$ cat config.mk
export PLATFORM = sky130hd
export DESIGN_NAME = e1_control_status_regs
export DESIGN_NICKNAME = d
export VERILOG_FILES = /design/src/hdl/e1_ctl_pkg.sv /design/src/hdl/e1_control_status_regs.sv /design/src/hdl/latched_status.sv /design/src/hdl/bit_transition.sv
export SDC_FILE = /design/constraint.sdc
export NUM_CORES = 1
export LEC_CHECK = 0
export BUFFER_PORTS_ARGS = -buffer_cell sky130_fd_sc_hd__buf_2
export CORE_AREA = 2 2 125 127
export CTS_BUF_LIST = sky130_fd_sc_hd__clkbuf_8 sky130_fd_sc_hd__clkbuf_16
export CTS_CLUSTER_SIZE = 40
export DETAILED_ROUTE_END_ITERATION = 10
export DIE_AREA = 0 0 127 129
export HOLD_SLACK_MARGIN = 0.02
export SKIP_CTS_REPAIR_TIMING = 1
export SLEW_MARGIN = 20
export SYNTH_ARGS = -nofsm -noshare
export SYNTH_HDL_FRONTEND = slang
export SYNTH_HIERARCHICAL = 1
export SYNTH_SLANG_ARGS = --single-unit
export TNS_END_PERCENT = 50
$ cat constraint.sdc
create_clock -name clk_sys -period 6.5 [get_ports clk_sys]
set_input_delay 1.3 -clock clk_sys [delete_from_list [all_inputs] [get_ports clk_sys]]
set_output_delay 1.3 -clock clk_sys [all_outputs]
set_load 0.05 [all_outputs]
$ cat src/hdl/e1_ctl_pkg.sv
// Shared constants and carriers for the E1 control and status block.
// Assumes one 50 MHz system clock and a host parallel port on top.
package e1_ctl_pkg;

    // Clock and line interface recovery time
    localparam int unsigned CLK_HZ = 50_000_000;
    localparam int unsigned LI_RECOVER_MS = 40;
    localparam int unsigned LI_RECOVER_CYCLES =
        LI_RECOVER_MS * (CLK_HZ / 1000);
    localparam int unsigned LI_CNT_W = 22;

    // Register addresses on the parallel port
    localparam logic [7:0] ADDR_STATUS_ONE = 8'h06;
    localparam logic [7:0] ADDR_STATUS_TWO = 8'h07;
    localparam logic [7:0] ADDR_RX_INFO = 8'h08;
    localparam logic [7:0] ADDR_CTL_ONE = 8'h14;
    localparam logic [7:0] ADDR_IRQ_MASK_ONE = 8'h16;
    localparam logic [7:0] ADDR_IRQ_MASK_TWO = 8'h17;
    localparam logic [7:0] ADDR_CTL_TWO = 8'h1a;
    localparam logic [7:0] ADDR_CTL_THREE = 8'h1b;
    localparam logic [7:0] ADDR_SYNC_STATUS = 8'h1e;

    // Reset value of every control register
    localparam logic [7:0] REG_RESET = 8'h00;
    localparam logic [7:0] READ_UNMAPPED = 8'h00;

    // Field positions, control register one
    localparam int unsigned B_FRAMER_LOOP = 7;
    // Field positions, control register two
    localparam int unsigned B_AUTO_AIS = 5;
    localparam int unsigned B_AUTO_REMOTE = 4;
    localparam int unsigned B_REMOTE_LOOP = 1;
    localparam int unsigned B_LOCAL_LOOP = 0;
    // Field positions, control register three
    localparam int unsigned B_TX_STORE_EN = 7;
    localparam int unsigned B_CHAN_BLOCK_FS = 6;
    localparam int unsigned B_IDLE_REG_FS = 5;
    localparam int unsigned B_ES_RESET = 4;
    localparam int unsigned B_LI_RESET = 3;
    localparam int unsigned B_TX_CLK_SEL = 1;
    // Unassigned bits of register three read back as zero
    localparam logic [7:0] CTL_THREE_MASK = 8'hfa;

    // Receive side alarm conditions watched for automatic alarms
    typedef struct packed {
        logic frame_loss;
        logic all_ones;
        logic signal_loss;
    } rx_alarm_s;

    // Receive information events, in bit order 7 down to 0
    typedef struct packed {
        logic tx_store_full_flag;
        logic tx_store_enable_or_empty_flag;
        logic jitter_limit_flag;
        logic rx_store_full_flag;
        logic rx_store_empty_flag;
        logic crc_resync_flag;
        logic align_resync_flag;
        logic multiframe_resync_flag;
    } rx_info_evt_s;

    // One host port access
    typedef struct packed {
        logic [7:0] addr;
        logic [7:0] wdata;
        logic wr;
        logic rd;
    } host_req_s;

endpackage

$ cat src/hdl/e1_control_status_regs.sv
// Control and status register bank of an E1 transceiver.
// Assumes a synchronous host port on clk_sys and datapaths outside that
// act on the control outputs and report events and alarms back in.
`timescale 1ns/1ps
module e1_control_status_regs #(
    parameter int unsigned LI_RECOVER_CYCLES =
        e1_ctl_pkg::LI_RECOVER_CYCLES
) (
    input wire logic clk_sys,
    input wire logic rst,
    // Host parallel port
    input wire e1_ctl_pkg::host_req_s host_req,
    output logic [7:0] host_rdata,
    // Status inputs from the datapaths
    input wire logic [7:0] status_one_evt,
    input wire logic [7:0] status_two_evt,
    input wire e1_ctl_pkg::rx_info_evt_s rx_info_evt,
    input wire logic [7:0] sync_status,
    input wire e1_ctl_pkg::rx_alarm_s rx_alarm,
    // Control outputs
    output logic tx_store_enable,
    output logic chan_block_function_select,
    output logic idle_reg_function_select,
    output logic tx_backplane_clock_select,
    output logic es_reset_pulse,
    output logic li_reset_pulse,
    output logic li_recovering,
    output logic local_loop,
    output logic remote_loop,
    output logic framer_loop,
    output logic rx_clock_from_tx,
    output logic tx_serial_ignore,
    output logic force_ais,
    output logic force_remote_alarm,
    output logic irq_out_one,
    output logic irq_out_two
);
    // Control and mask registers written by the host
    // The host must write all of them after power-up
    logic [7:0] common_control_one_q, common_control_one_d;
    logic [7:0] common_control_two_q, common_control_two_d;
    logic [7:0] common_control_three_q, common_control_three_d;
    logic [7:0] irq_mask_one_q, irq_mask_one_d;
    logic [7:0] irq_mask_two_q, irq_mask_two_d;
    logic [7:0] rdata_q, rdata_d;

    // Derived control flops
    // The recovery counter is wide enough for the full recovery span
    logic force_ais_q, force_ais_d;
    logic force_rem_q, force_rem_d;
    logic [e1_ctl_pkg::LI_CNT_W-1:0] li_cnt_q, li_cnt_d;
    logic li_busy_q, li_busy_d;

    // Status read values and write strobes
    logic [7:0] st_one_val, st_two_val, rx_info_val;
    logic wr_st_one, wr_st_two, wr_rx_info;
    logic irq_one, irq_two;
    logic es_fall, li_rise;
    // Any receive failure that arms the automatic alarms
    logic alarm_any;

    // Decodes a write to one address
    function automatic logic wr_hit(input e1_ctl_pkg::host_req_s r,
                                    input logic [7:0] a);
        wr_hit = r.wr && (r.addr == a);
    endfunction

    // Maps a host address to its read value
    // Unmapped addresses read as a fixed value
    function automatic logic [7:0] rd_mux(input logic [7:0] a,
                                          input logic [7:0] c1,
                                          input logic [7:0] c2,
                                          input logic [7:0] c3,
                                          input logic [7:0] m1,
                                          input logic [7:0] m2,
                                          input logic [7:0] s1,
                                          input logic [7:0] s2,
                                          input logic [7:0] ri,
                                          input logic [7:0] ss);
        unique case (a)
            e1_ctl_pkg::ADDR_CTL_ONE: rd_mux = c1;
            e1_ctl_pkg::ADDR_CTL_TWO: rd_mux = c2;
            e1_ctl_pkg::ADDR_CTL_THREE: rd_mux = c3;
            e1_ctl_pkg::ADDR_IRQ_MASK_ONE: rd_mux = m1;
            e1_ctl_pkg::ADDR_IRQ_MASK_TWO: rd_mux = m2;
            e1_ctl_pkg::ADDR_STATUS_ONE: rd_mux = s1;
            e1_ctl_pkg::ADDR_STATUS_TWO: rd_mux = s2;
            e1_ctl_pkg::ADDR_RX_INFO: rd_mux = ri;
            e1_ctl_pkg::ADDR_SYNC_STATUS: rd_mux = ss;
            default: rd_mux = e1_ctl_pkg::READ_UNMAPPED;
        endcase
    endfunction

    // Write strobes to the three latched status registers; a write to
    // the live sync status address decodes to nothing and is dropped
    assign wr_st_one = wr_hit(host_req, e1_ctl_pkg::ADDR_STATUS_ONE);
    assign wr_st_two = wr_hit(host_req, e1_ctl_pkg::ADDR_STATUS_TWO);
    assign wr_rx_info = wr_hit(host_req, e1_ctl_pkg::ADDR_RX_INFO);

    // Status register one, with its own interrupt. An event in the cycle
    // of a masked write still latches, so no event is lost to a clear.
    latched_status u_status_one (
        .clk_sys(clk_sys),
        .rst(rst),
        .evt(status_one_evt),
        .wr_stb(wr_st_one),
        .wr_mask(host_req.wdata),
        .irq_mask(irq_mask_one_q),
        .read_val(st_one_val),
        .irq(irq_one)
    );

    // Status register two, with its own interrupt
    latched_status u_status_two (
        .clk_sys(clk_sys),
        .rst(rst),
        .evt(status_two_evt),
        .wr_stb(wr_st_two),
        .wr_mask(host_req.wdata),
        .irq_mask(irq_mask_two_q),
        .read_val(st_two_val),
        .irq(irq_two)
    );

    // Receive information register; the struct order is the bit order
    // It has no interrupt pin, so its mask is tied off
    latched_status u_rx_info (
        .clk_sys(clk_sys),
        .rst(rst),
        .evt(rx_info_evt),
        .wr_stb(wr_rx_info),
        .wr_mask(host_req.wdata),
        .irq_mask(8'h00),
        .read_val(rx_info_val),
        .irq()
    );

    // Elastic store reset acts on the falling edge of its bit
    // The detectors start low like the bits, so reset gives no false edge
    bit_transition u_es_edge (
        .clk_sys(clk_sys),
        .rst(rst),
        .level(common_control_three_q[e1_ctl_pkg::B_ES_RESET]),
        .rise(),
        .fall(es_fall)
    );

    // Line interface reset acts on the rising edge of its bit
    bit_transition u_li_edge (
        .clk_sys(clk_sys),
        .rst(rst),
        .level(common_control_three_q[e1_ctl_pkg::B_LI_RESET]),
        .rise(li_rise),
        .fall()
    );

    // Host writes to control and mask registers; reads pick a value.
    // A read in the cycle of a write returns the value before the write.
    always_comb begin
        common_control_one_d = common_control_one_q;
        common_control_two_d = common_control_two_q;
        common_control_three_d = common_control_three_q;
        irq_mask_one_d = irq_mask_one_q;
        irq_mask_two_d = irq_mask_two_q;
        rdata_d = rdata_q;
        if (wr_hit(host_req, e1_ctl_pkg::ADDR_CTL_ONE)) begin
            common_control_one_d = host_req.wdata;
        end
        if (wr_hit(host_req, e1_ctl_pkg::ADDR_CTL_TWO)) begin
            common_control_two_d = host_req.wdata;
        end
        if (wr_hit(host_req, e1_ctl_pkg::ADDR_CTL_THREE)) begin
            // Unassigned bits 2 and 0 always read back as zero
            common_control_three_d =
                host_req.wdata & e1_ctl_pkg::CTL_THREE_MASK;
        end
        if (wr_hit(host_req, e1_ctl_pkg::ADDR_IRQ_MASK_ONE)) begin
            irq_mask_one_d = host_req.wdata;
        end
        if (wr_hit(host_req, e1_ctl_pkg::ADDR_IRQ_MASK_TWO)) begin
            irq_mask_two_d = host_req.wdata;
        end
        if (host_req.rd) begin
            rdata_d = rd_mux(host_req.addr, common_control_one_q,
                             common_control_two_q, common_control_three_q,
                             irq_mask_one_q, irq_mask_two_q, st_one_val,
                             st_two_val, rx_info_val, sync_status);
        end
    end

    // Control and read data registers
    // Device contents are undefined at power-up; here all clear to zero
    always_ff @(posedge clk_sys) begin
        if (rst) begin
            common_control_one_q <= e1_ctl_pkg::REG_RESET;
            common_control_two_q <= e1_ctl_pkg::REG_RESET;
            common_control_three_q <= e1_ctl_pkg::REG_RESET;
            irq_mask_one_q <= e1_ctl_pkg::REG_RESET;
            irq_mask_two_q <= e1_ctl_pkg::REG_RESET;
            rdata_q <= e1_ctl_pkg::REG_RESET;
        end else begin
            common_control_one_q <= common_control_one_d;
            common_control_two_q <= common_control_two_d;
            common_control_three_q <= common_control_three_d;
            irq_mask_one_q <= irq_mask_one_d;
            irq_mask_two_q <= irq_mask_two_d;
            rdata_q <= rdata_d;
        end
    end

    // Any one of the three receive failures is enough
    assign alarm_any = |rx_alarm;

    // Automatic alarms and line interface recovery timer. Both enables
    // at once is illegal for the host; both forces would then assert.
    // A new rising line reset during recovery restarts the count.
    always_comb begin
        force_ais_d = common_control_two_q[e1_ctl_pkg::B_AUTO_AIS] &&
                      alarm_any;
        force_rem_d = common_control_two_q[e1_ctl_pkg::B_AUTO_REMOTE] &&
                      alarm_any;
        li_cnt_d = li_cnt_q;
        li_busy_d = li_busy_q;
        if (li_rise) begin
            li_cnt_d = LI_RECOVER_CYCLES[e1_ctl_pkg::LI_CNT_W-1:0];
            li_busy_d = 1'b1;
        end else if (li_busy_q) begin
            li_cnt_d = li_cnt_q - 1'b1;
            // Busy drops with the last counted cycle
            li_busy_d = (li_cnt_q > 1);
        end
    end

    // Alarm and timer registers
    // Alarms are registered so the force outputs come from flops
    always_ff @(posedge clk_sys) begin
        if (rst) begin
            force_ais_q <= 1'b0;
            force_rem_q <= 1'b0;
            li_cnt_q <= '0;
            li_busy_q <= 1'b0;
        end else begin
            force_ais_q <= force_ais_d;
            force_rem_q <= force_rem_d;
            li_cnt_q <= li_cnt_d;
            li_busy_q <= li_busy_d;
        end
    end

    // Mode outputs come straight from control flops
    // Serial ignore and clock swap follow their loop bits directly
    assign tx_store_enable =
        common_control_three_q[e1_ctl_pkg::B_TX_STORE_EN];
    assign chan_block_function_select =
        common_control_three_q[e1_ctl_pkg::B_CHAN_BLOCK_FS];
    assign idle_reg_function_select =
        common_control_three_q[e1_ctl_pkg::B_IDLE_REG_FS];
    assign tx_backplane_clock_select =
        common_control_three_q[e1_ctl_pkg::B_TX_CLK_SEL];
    assign local_loop =
        common_control_two_q[e1_ctl_pkg::B_LOCAL_LOOP];
    assign remote_loop =
        common_control_two_q[e1_ctl_pkg::B_REMOTE_LOOP];
    assign tx_serial_ignore =
        common_control_two_q[e1_ctl_pkg::B_REMOTE_LOOP];
    assign framer_loop =
        common_control_one_q[e1_ctl_pkg::B_FRAMER_LOOP];
    assign rx_clock_from_tx =
        common_control_one_q[e1_ctl_pkg::B_FRAMER_LOOP];

    // Pulses, alarms, timer and interrupts
    // Each of these is already a flop here or in a submodule
    assign es_reset_pulse = es_fall;
    assign li_reset_pulse = li_rise;
    assign li_recovering = li_busy_q;
    assign force_ais = force_ais_q;
    assign force_remote_alarm = force_rem_q;
    assign irq_out_one = irq_one;
    assign irq_out_two = irq_two;
    assign host_rdata = rdata_q;
endmodule // e1_control_status_regs

$ cat src/hdl/latched_status.sv
// One latched status register with write-mask read update.
// Assumes events are synchronous to clk_sys; levels or pulses both work.
`timescale 1ns/1ps
module latched_status (
    input wire logic clk_sys,
    input wire logic rst,
    input wire logic [7:0] evt,
    input wire logic wr_stb,
    input wire logic [7:0] wr_mask,
    input wire logic [7:0] irq_mask,
    output logic [7:0] read_val,
    output logic irq
);
    logic [7:0] latch_q, latch_d;
    logic [7:0] hold_q, hold_d;
    logic irq_q, irq_d;

    // Latch events; a masked write copies and clears, events still win
    always_comb begin
        latch_d = latch_q | evt;
        hold_d = hold_q;
        if (wr_stb) begin
            hold_d = (hold_q & ~wr_mask) | ((latch_q | evt) & wr_mask);
            latch_d = (latch_q & ~wr_mask) | evt;
        end
        irq_d = |(latch_d & irq_mask);
    end

    // State registers
    always_ff @(posedge clk_sys) begin
        if (rst) begin
            latch_q <= 8'h00;
            hold_q <= 8'h00;
            irq_q <= 1'b0;
        end else begin
            latch_q <= latch_d;
            hold_q <= hold_d;
            irq_q <= irq_d;
        end
    end

    assign read_val = hold_q;
    assign irq = irq_q;
endmodule // latched_status

$ cat src/hdl/bit_transition.sv
// Turns rising and falling edges of a control bit into one-cycle pulses.
// Assumes the bit is a register output in the clk_sys domain.
`timescale 1ns/1ps
module bit_transition (
    input wire logic clk_sys,
    input wire logic rst,
    input wire logic level,
    output logic rise,
    output logic fall
);
    logic prev_q, prev_d;
    logic rise_q, rise_d;
    logic fall_q, fall_d;

    // Compare with last cycle's level
    always_comb begin
        prev_d = level;
        rise_d = level & ~prev_q;
        fall_d = ~level & prev_q;
    end

    // Pulse registers
    always_ff @(posedge clk_sys) begin
        if (rst) begin
            prev_q <= 1'b0;
            rise_q <= 1'b0;
            fall_q <= 1'b0;
        end else begin
            prev_q <= prev_d;
            rise_q <= rise_d;
            fall_q <= fall_d;
        end
    end

    assign rise = rise_q;
    assign fall = fall_q;
endmodule // bit_transition

# == Yosys cells after proc, flatten, opt, wreduce, memory -nomap -nowiden ==
# Index checks and enable logic that the tools add are counted.
# op_classes
reduce_logical,15
n_addsub,1
muxes,8
n_bitwise,25
magnitude_cmp,1
eq_ne,9
# op_table
operator,count
bitwise AND 8 bit,11
bitwise OR 8 bit,9
one-hot mux 8 bit (9 select lines),1
"equality test 8 x 5 -> 1 bit, second input constant",6
two-way mux 21 bit,2
two-way mux 8 bit,3
"greater-than comparator 22 x 1 -> 1 bit, second input constant",1
"subtractor 22 x 1 -> 22 bit, second input constant",1
"equality test 8 x 3 -> 1 bit, second input constant",2
OR reduction 8 bit,2
logical AND 1 bit,10
"equality test 8 x 4 -> 1 bit, second input constant",1
NOT 8 bit,1
OR reduction 3 bit,1
bitwise AND 1 bit,2
two-way mux 1 bit,2
NOT 1 bit,2
nonzero test 2 bit,1
OR reduction 2 bit,1
# totals
in_bits,55
word_cells,82
reg_bits,125

# == Depth between registers and ports, before layout ==
# Gate-level depths: netlist (run 1).
# logic_depth
ltp_word,6
mapped_depth,10

# == Hierarchy ==
# Netlist (run 1), hierarchy kept.
# modules_own_cells
module,n_inst,cells_each,seq_area_each_um2,area_per_inst_um2
e1_control_status_regs,1,407,1421.4,3534.6
latched_status,3,83,340.3,716.9
bit_transition,2,6,60.1,91.3

# == Least setup slack after synthesis (run 1) ==
# No wires, ideal clock.
# synth_path
kind,input to register
start,input host_req[14] (netlist bit)
end,"register u_status_one.irq_q, in the netlist u_status_one/irq"
arrival_ns,2.848
path_slack_ns,3.519
t_required_ns,6.366
cell_stages,9
cell_sequence,buf_4 > clkbuf_1 > nand2b_1 > nor3_1 > buf_6 > nand2_1 > and3_1 > a31oi_1 > a41oi_2
# synth_between
elab_chain_len,5
# synth_rtl
element,line_no,text
start: declaration,e1_control_status_regs.sv:12,"input wire e1_ctl_pkg::host_req_s host_req,"
equality test 8 x 3 -> 1 bit,e1_control_status_regs.sv:65,wr_hit = r.wr && (r.addr == a);
logical AND 1 bit,e1_control_status_regs.sv:65,
net wr_st_one,e1_control_status_regs.sv:56,"logic wr_st_one, wr_st_two, wr_rx_info;"
two-way mux 8 bit,latched_status.sv:22,if (wr_stb) begin
bitwise AND 8 bit,latched_status.sv:26,irq_d = |(latch_d & irq_mask);
OR reduction 8 bit,latched_status.sv:26,
end signal: assignment,latched_status.sv:38,irq_q <= irq_d;
end: declaration,latched_status.sv:16,"logic irq_q, irq_d;"
# The timed path passes the listed nets, and every way through them passes these cells.
# A chain may end at the register's enable or synchronous reset.

# == Final worst setup path (run 1) ==
# layout_path
start,input host_req[15] (netlist bit)
end,"register u_status_one.irq_q, in the netlist u_status_one/irq"
# Same word-level chain as after synthesis.

==> results of run 1 <==
[worst paths after layout]
check | start | cells after the start | slack, ns | endpoint
setup / recovery | host_req[15] | 8 | 2.99 | u_status_one/irq
hold / removal | u_li_edge/prev_q | 1 | 0.40 | u_li_edge/rise
hold reg to reg | u_li_edge/prev_q | 1 | 0.40 | u_li_edge/rise
setup reg to reg | li_cnt_q[11] | 4 | 4.46 | li_recovering
[final cells by class]
cell class	count	area (sq um)	area share [%]
clock buffers	17	425	6.33
clock inverters	15	180	2.68
inverters	6	22.5	0.335
multi-input cells	480	2950	43.8
flip-flops and latches	125	2500	37.2
well taps	188	235	3.50
repair buffers	80	408	6.07
[cell usage in the layout (no fill, tap or decap), types with 4 or more instances in the layout]
master and n:
a21oi_1 78, a22o_1 13, a22oi_1 20, a311oi_1 5
a31oi_1 8, a32oi_1 6, and3_1 8, buf_2 77
bufinv_16 4, clkbuf_16 17, clkinv_2 6, dfxtp_1 125
inv_1 8, mux2i_1 30, nand2_1 49, nand2_2 6
nand2b_1 6, nand3_1 11, nand4_1 4, nor2_1 79
nor2b_1 10, nor3_1 51, nor4_1 4, nor4b_1 4
o21ai_0 14, o22ai_1 5, xnor2_1 14
[routing by layer]
metal | vias to the layer above | track usage, % | part of all wire, %
li1 | 2489 | - | -
met1 | 2483 | 27.1 | 45
met2 | 174 | 34.0 | 47
met3 | 17 | 5.24 | 6.3
met4 | 0 | 6.14 | 1.3
met5 | - | 0 | 0
[per-stage QoR]
| step | hold slack [ns] | setup WS (ns) | util, % | instances |
|---|---|---|---|---|
| after floorplan | 0.387 | 3.52 | - | 648 |
| after global placement | 0.397 | 2.52 | 40.8 | 879 |
| after detailed placement | 0.408 | 2.41 | 40.8 | 879 |
| after CTS | 0.408 | 2.84 | 44.8 | 911 |
| after global routing | 0.415 | 2.86 | 44.9 | 911 |
| final | 0.404 | 2.99 | 44.9 | 911 |
[critical path: stages]
cell	delay [ns]
buf_2	0.12
nor3_2	0.55
nand2b_1	0.37
nor3_4	0.72
nand2_1	0.19
and3_1	0.24
a31oi_1	0.17
a41oi_2	0.11
[power by group through the flow]
stage	sequential (uW)	combinational (uW)	clock, uW
after global routing	786	99.5	1030
after detailed placement	801	90.5	0
final	785	92.1	978
after CTS	785	90.5	993
after floorplan	800	45.6	0
after global placement	801	89.6	0
==> metrics, run 1 <==
status=complete, no violations; MaxCap Viol Count=0; warnings from Yosys=6; Layout area overhead=18.5%; switching fraction of total power=~22%; DR DRC count=0; Crit path required time=6.76 ns; die width=approximately 130 um; largest net degree at the start of global routing=between 50 and 60; core area=roughly 0.015 sq mm; Final Setup Violations=0; Int Power=about 1400 uW; average cell area after synthesis=slightly below 9 sq um; Reg clk slew, reported paths=approximately 0.05 ns; setup TNS=0 ns; clock buffer depth=2; GR Overflow Total=0; via count=5,163; critical path launch point type=input pin; Final Hold Fails=0; combinational power share=5.0%; PwrDens=approximately 280 mW/mm^2; fill count=around 1,500; RSZ-0062 raised after global routing=no; Final min period=~3.5 ns; Arrival @ worst endpoint=between 3 and 4 ns; clk_skew=0.00438 ns; total chip power=1850 uW; crit end category=flip-flop; # clock sinks=~130; row cnt=45; worst slew pin tran=around 1.1 ns; CTS Buf Count=17; Peak Freq=approximately 280 MHz; syn nets=between 700 and 800; Pre-Repair DR Iteration Count=5; Initial Utilization=37.8%; fin crit share=between 50 and 60%; Port Buffers=78; post-DP HPWL=roughly 12 mm; vias in the first global route=between 4,000 and 5,000; Routed WL per cell=~18 um; Post-Syn Instances=around 650; # diodes=0; layout cells sized above 1=between 10% and 20%; ANT nets after route=0; vias per inst=5.67; GP Congestion=between 0.9 and 1; H-tree depth=4; max-slew violations=0; IO Pins=79; Crit Path Class=in -> reg; Root Buffer=clkbuf_16; Worst-Skew Late Latency=~0.4 ns; Static Leak=0.00246 uW; die area=0.0164 sq mm; initial antenna violation count=0; post-layout instance area=0.00672 sq mm; CTS tree=built; GRT Util Overall=approximately a fifth; DP Area=about 0.0061 sq mm; Reg power frac=42.3%; initial DRC count=between 300 and 400; total wire length=between 15 and 20 mm; Worst Path Max Fanout=17; Netlist Area Pre-Place=0.00567 sq mm; clock share of power=52.7%; first-pass GRT wire length=26.3 mm; Switch Pwr=416 uW; Max-slew headroom=29.0%; HP Class=reg -> reg; Die Ht=between 100 and 150 um; IR Drop Worst-Case VDD=0.179 mV; Layout Nets=roughly 770
No activity file was read; power rests on OpenSTA's default activity.
==> run 2, diff against run 1 <==
Clock period 6.5 ns to 3.35 ns, I/O delays scaled along.
==> metrics, run 2 (same netlist as run 1, synthesis figures left out) <==
Layout Nets=774 (+0.91%); worst r2r src=li_cnt_q[11]; first-pass GRT wire length=25.6 mm (-2.6%); fin crit share=approximately three quarters; Reg clk slew, reported paths=0.05 ns (about the same); worst hold margin=0.397 ns (-0.00785 ns); core area=0.0150 sq mm (unchanged); IO Pins=79 (unchanged); critical path launch point type=input pin; Worst Path Max Fanout=19 (+2); PwrDens=541 mW/mm^2 (+96%); IR Drop Worst-Case VDD=0.352 mV (+97%); crit end category=flip-flop; total wire length=16.2 mm (-2.6%); Peak Freq=403 MHz; Root Buffer=clkbuf_16; Routed WL per cell=17.6 um (-3.2%); largest net degree at the start of global routing=53 (-7.0%); Max-slew headroom=47.4% (+18 points); # clock sinks=125 (unchanged); ANT nets after route=0 (unchanged); GRT Util Overall=20.1% (-0.61 points); DP Area=0.00616 sq mm (+0.86%); Die Ht=129 um (unchanged); clock buffer depth=2 (unchanged); Arrival @ worst endpoint=2.75 ns (-1.02 ns); worst setup path startpoint=host_req[14]; most common cell after layout, fill and taps aside=dfxtp_1; Static Leak=0.00251 uW (+2.2%); via count=5,143 (-0.39%); R2R cell count=4 (unchanged); die area=0.0164 sq mm (unchanged); Final Setup Violations=0 (unchanged); # diodes=0 (unchanged); CTS Buf Count=17 (unchanged); fill count=1,461 (+0.27%); HP Class=reg -> reg; vias per inst=5.61 (-1.0%); worst slew pin tran=0.787 ns (-0.277 ns); post-layout instance area=0.00679 sq mm (+1.0%); clk_skew=0.00683 ns (+0.00244 ns); max-slew violations=0 (unchanged); Worst path max stage delay=0.63 ns (-0.09 ns); CP endpoint=common_control_three_q[4]; Initial Utilization=37.8% (unchanged); DR DRC count=0 (unchanged); status=complete, no violations; Crit Path Class=in -> reg; Pre-Repair DR Iteration Count=5 (unchanged); GP Congestion=0.937 (+0.18%); Final min period=2.48 ns; setup TNS=0 ns (unchanged); MaxCap Viol Count=0 (unchanged); Layout area overhead=19.8%; GR Overflow Total=0 (unchanged); Port Buffers=78 (unchanged); Worst-Skew Late Latency=0.41 ns (about the same); worst r2r dst=li_recovering; most frequent cells in the layout=dfxtp_1, nor2_1, a21oi_1; vias in the first global route=4,851 (-2.2%); Slowest cell on crit path=or4b_1; RSZ-0062 raised after global routing=no; initial antenna violation count=0 (unchanged); post-DP HPWL=11.6 mm (-0.54%); crit path cell chain=buf_2 -> or4b_1 -> nor3_1 -> and2_1 -> mux2i_1 -> nor2_1; Crit path required time=3.61 ns (-3.15 ns); Final Hold Fails=0 (unchanged); initial DRC count=435 (+29%); CTS tree=built; row cnt=45 (unchanged); register-to-register setup slack=1.28 ns (-3.18 ns); layout cells sized above 1=19.9% (+0.11 points); H-tree depth=4 (unchanged); die width=127 um (unchanged)
## run 2: cell count changes in the layout (fill, tap and decap cells not counted), sizes merged
| cell | before | now |
|---|---|---|
| buf | 80 | 87 |
| clkinvlp | 3 | 0 |
| inv | 8 | 11 |
| clkinv | 6 | 2 |
| bufinv | 4 | 5 |
| clkbuf | 17 | 19 |
## run 2: power by group
group | internal [uW] | total (uW) | switching, uW
clock network | 1340 | 1970 | 633
registers | 1510 | 1520 | 13.5
logic | 56.7 | 181 | 124
## run 2: final cells by class
type                            instances  area, sq um  area share [%]
Sequential cell                       125         2500            36.9
Multi-Input combinational cell        480         2940            43.3
Clock inverter                         12          179            2.64
Inverter                                6         22.5           0.332
Clock buffer                           19          453            6.67
Tap cell                              188          235            3.46
Timing Repair Buffer                   87          460            6.78
## run 2: stage by stage
stage          instances  util [%]  power [uW]  setup WS [ns]
5_1_grt              917      45.3        3790          0.737
4_1_cts              917      45.3        3700          0.908
2_1_floorplan        648         -        1640          0.999
3_5_place_dp         886      41.1        1730          0.469
6_report             917      45.3        3680          0.869
3_3_place_gp         886      41.1        1730          0.591
## run 2: worst min-delay path by stage
stage / startpoint / end / slack (ns) / depth (start not counted)
after floorplan: u_li_edge/prev_q / u_li_edge/rise / 0.39 / 1
after global placement: u_li_edge/prev_q / u_li_edge/rise / 0.40 / 1
after detailed placement: u_li_edge/prev_q / u_li_edge/rise / 0.40 / 1
after CTS: u_li_edge/prev_q / u_li_edge/rise / 0.40 / 1
after global routing: u_li_edge/prev_q / u_li_edge/rise / 0.42 / 1
final: u_li_edge/prev_q / u_li_edge/rise / 0.40 / 1
## run 2: metal layers
metal	global-route usage, %	routed length, um	vias to the layer above
met4	6.01	255	0
met2	33.6	7750	169
met3	4.53	842	17
met1	26.1	7330	2448
li1	-	-	2509
met5	0	0	-
## run 2: critical path, delay by kind of cell
| family | cells | cell delay [ns] |
|---|---|---|
| buffers and inverters | 1 | 0.34 |
| multiplexers | 1 | 0.24 |
| AND/OR/NAND/NOR | 4 | 1.50 |
==> run 3, diff against run 2 <==
Clock period 3.35 ns to 2.2 ns, I/O delays scaled along.
==> metrics, run 3 (same netlist as run 1, synthesis figures left out) <==
Port Buffers=78 (unchanged); most frequent cells in the layout=dfxtp_1, nor2_1, a21oi_1; Core Util, Final=46.5% (+1.1 points); clk_skew=0.00742 ns (+0.000588 ns); total wire length=17.1 mm (+5.4%); fin crit share=94.1%; vias per inst=5.65 (+0.70%); crit path cell chain=or4_4 -> or4b_4 -> o41ai_1 -> a21oi_1; Post-Layout Cell Count=937 (+2.2%); post-DP HPWL=12.4 mm (+6.6%); max-slew violations=0 (unchanged); Crit path required time=2.48 ns (-1.13 ns); GP Congestion=0.965 (+3.0%); IR Drop Worst-Case VDD=0.536 mV (+52%); Routed WL per cell=18.2 um (+3.1%); # diodes=0 (unchanged); row cnt=45 (unchanged); Layout Nets=793 (+2.5%); Reg clk slew, reported paths=0.05 ns (about the same); layout cells sized above 1=22.6% (+2.7 points); post-layout instance area=0.00696 sq mm (+2.5%); IO Pins=79 (unchanged); GR Overflow Total=0 (unchanged); setup TNS=0 ns (unchanged); # clock sinks=125 (unchanged); status=complete, no violations; MaxCap Viol Count=0 (unchanged); initial DRC count=526 (+21%); Static Leak=0.00259 uW (+3.2%); Worst path max stage delay=0.59 ns (-0.04 ns); Root Buffer=clkbuf_16; # placed instances=905 (+2.1%); Peak Freq=483 MHz; Max-slew headroom=65.2% (+18 points); Final min period=between 2 and 2.5 ns; initial antenna violation count=0 (unchanged); ANT nets after route=0 (unchanged); HP Class=in -> reg; Initial Utilization=37.8% (unchanged); DR DRC count=0 (unchanged); PwrDens=804 mW/mm^2 (+48%); RSZ-0062 raised after global routing=no; critical path launch point type=flip-flop; register-to-register setup slack=0.13 ns (-1.15 ns); worst slew pin tran=0.522 ns (-0.265 ns); core area=0.0150 sq mm (unchanged); die area=0.0164 sq mm (unchanged); most common cell after layout, fill and taps aside=dfxtp_1; Final Setup Violations=0 (unchanged); fill count=1,460 (-0.068%); Die Ht=129 um (unchanged); Worst-Skew Late Latency=0.41 ns (about the same); first-pass GRT wire length=26.9 mm (+5.0%); Crit path max-delay family=simple AND/OR/NAND/NOR gates; die width=127 um (unchanged); Final Hold Fails=0 (unchanged); CTS Buf Count=17 (unchanged); Buf/Inv on CP=0 (-1); Crit Path Class=reg -> reg; largest net degree at the start of global routing=51 (-3.8%); crit end category=flip-flop; vias in the first global route=5,070 (+4.5%); DP Area=0.00632 sq mm (+2.7%); clock buffer depth=2 (unchanged); CTS tree=built; Layout area overhead=22.8%; Arrival @ worst endpoint=2.35 ns (-0.40 ns); GRT Util Overall=21.4% (+1.3 points); Worst Path Max Fanout=6 (-13); Pre-Repair DR Iteration Count=6 (+1); Slowest cell on crit path=or4_4; H-tree depth=4 (unchanged); via count=5,292 (+2.9%)
run 3: final timing paths:
| check | cells past startpoint | startpoint | end |
|---|---|---|---|
| max | 4 | li_cnt_q[11] | li_recovering |
| min | 3 | rx_info_evt[6] | u_rx_info/latch_q[6] |
| max reg2reg | 4 | li_cnt_q[11] | li_recovering |
| min reg2reg | 1 | u_li_edge/prev_q | u_li_edge/rise |
run 3: layer usage:
metal	track usage, %	part of all wire (%)	up-vias
met5	0	0	-
met4	7.30	1.7	0
met3	5.16	5.7	19
met2	35.6	48	190
met1	27.3	45	2546
li1	-	-	2537
run 3: worst reg2reg max path, stage by stage (launching register included):
cell     delay (ns)
dfxtp_1        0.36
or4_4          0.59
or4b_4         0.54
o41ai_1        0.34
a21oi_1        0.11
run 3: layout make-up:
| class | count | area (sq um) | area share, % |
|---|---|---|---|
| multi-input cells | 480 | 2940 | 42.2 |
| flip-flops and latches | 125 | 2500 | 36.0 |
| repair buffers | 106 | 628 | 9.03 |
| clock buffers | 20 | 467 | 6.71 |
| well taps | 188 | 235 | 3.38 |
| clock inverters | 12 | 168 | 2.41 |
| inverters | 6 | 22.5 | 0.324 |
run 3: stage by stage:
step,total power (uW),hold slack (ns),setup WS (ns)
floorplan,2500,0.387,0.0786
global placement,2650,0.395,0.0352
detailed placement,2660,0.402,0.00923
CTS,5650,0.233,0.130
global route,5800,0.243,0.0415
finish,5590,0.245,0.129
run 3: report_power, final:
| part | total, uW | switching [uW] | leakage, uW | internal (uW) |
|---|---|---|---|---|
| Clock | 2970 | 1000 | 0.000313 | 1970 |
| Sequential | 2320 | 21.8 | 0.00101 | 2300 |
| Combinational | 297 | 196 | 0.00127 | 101 |
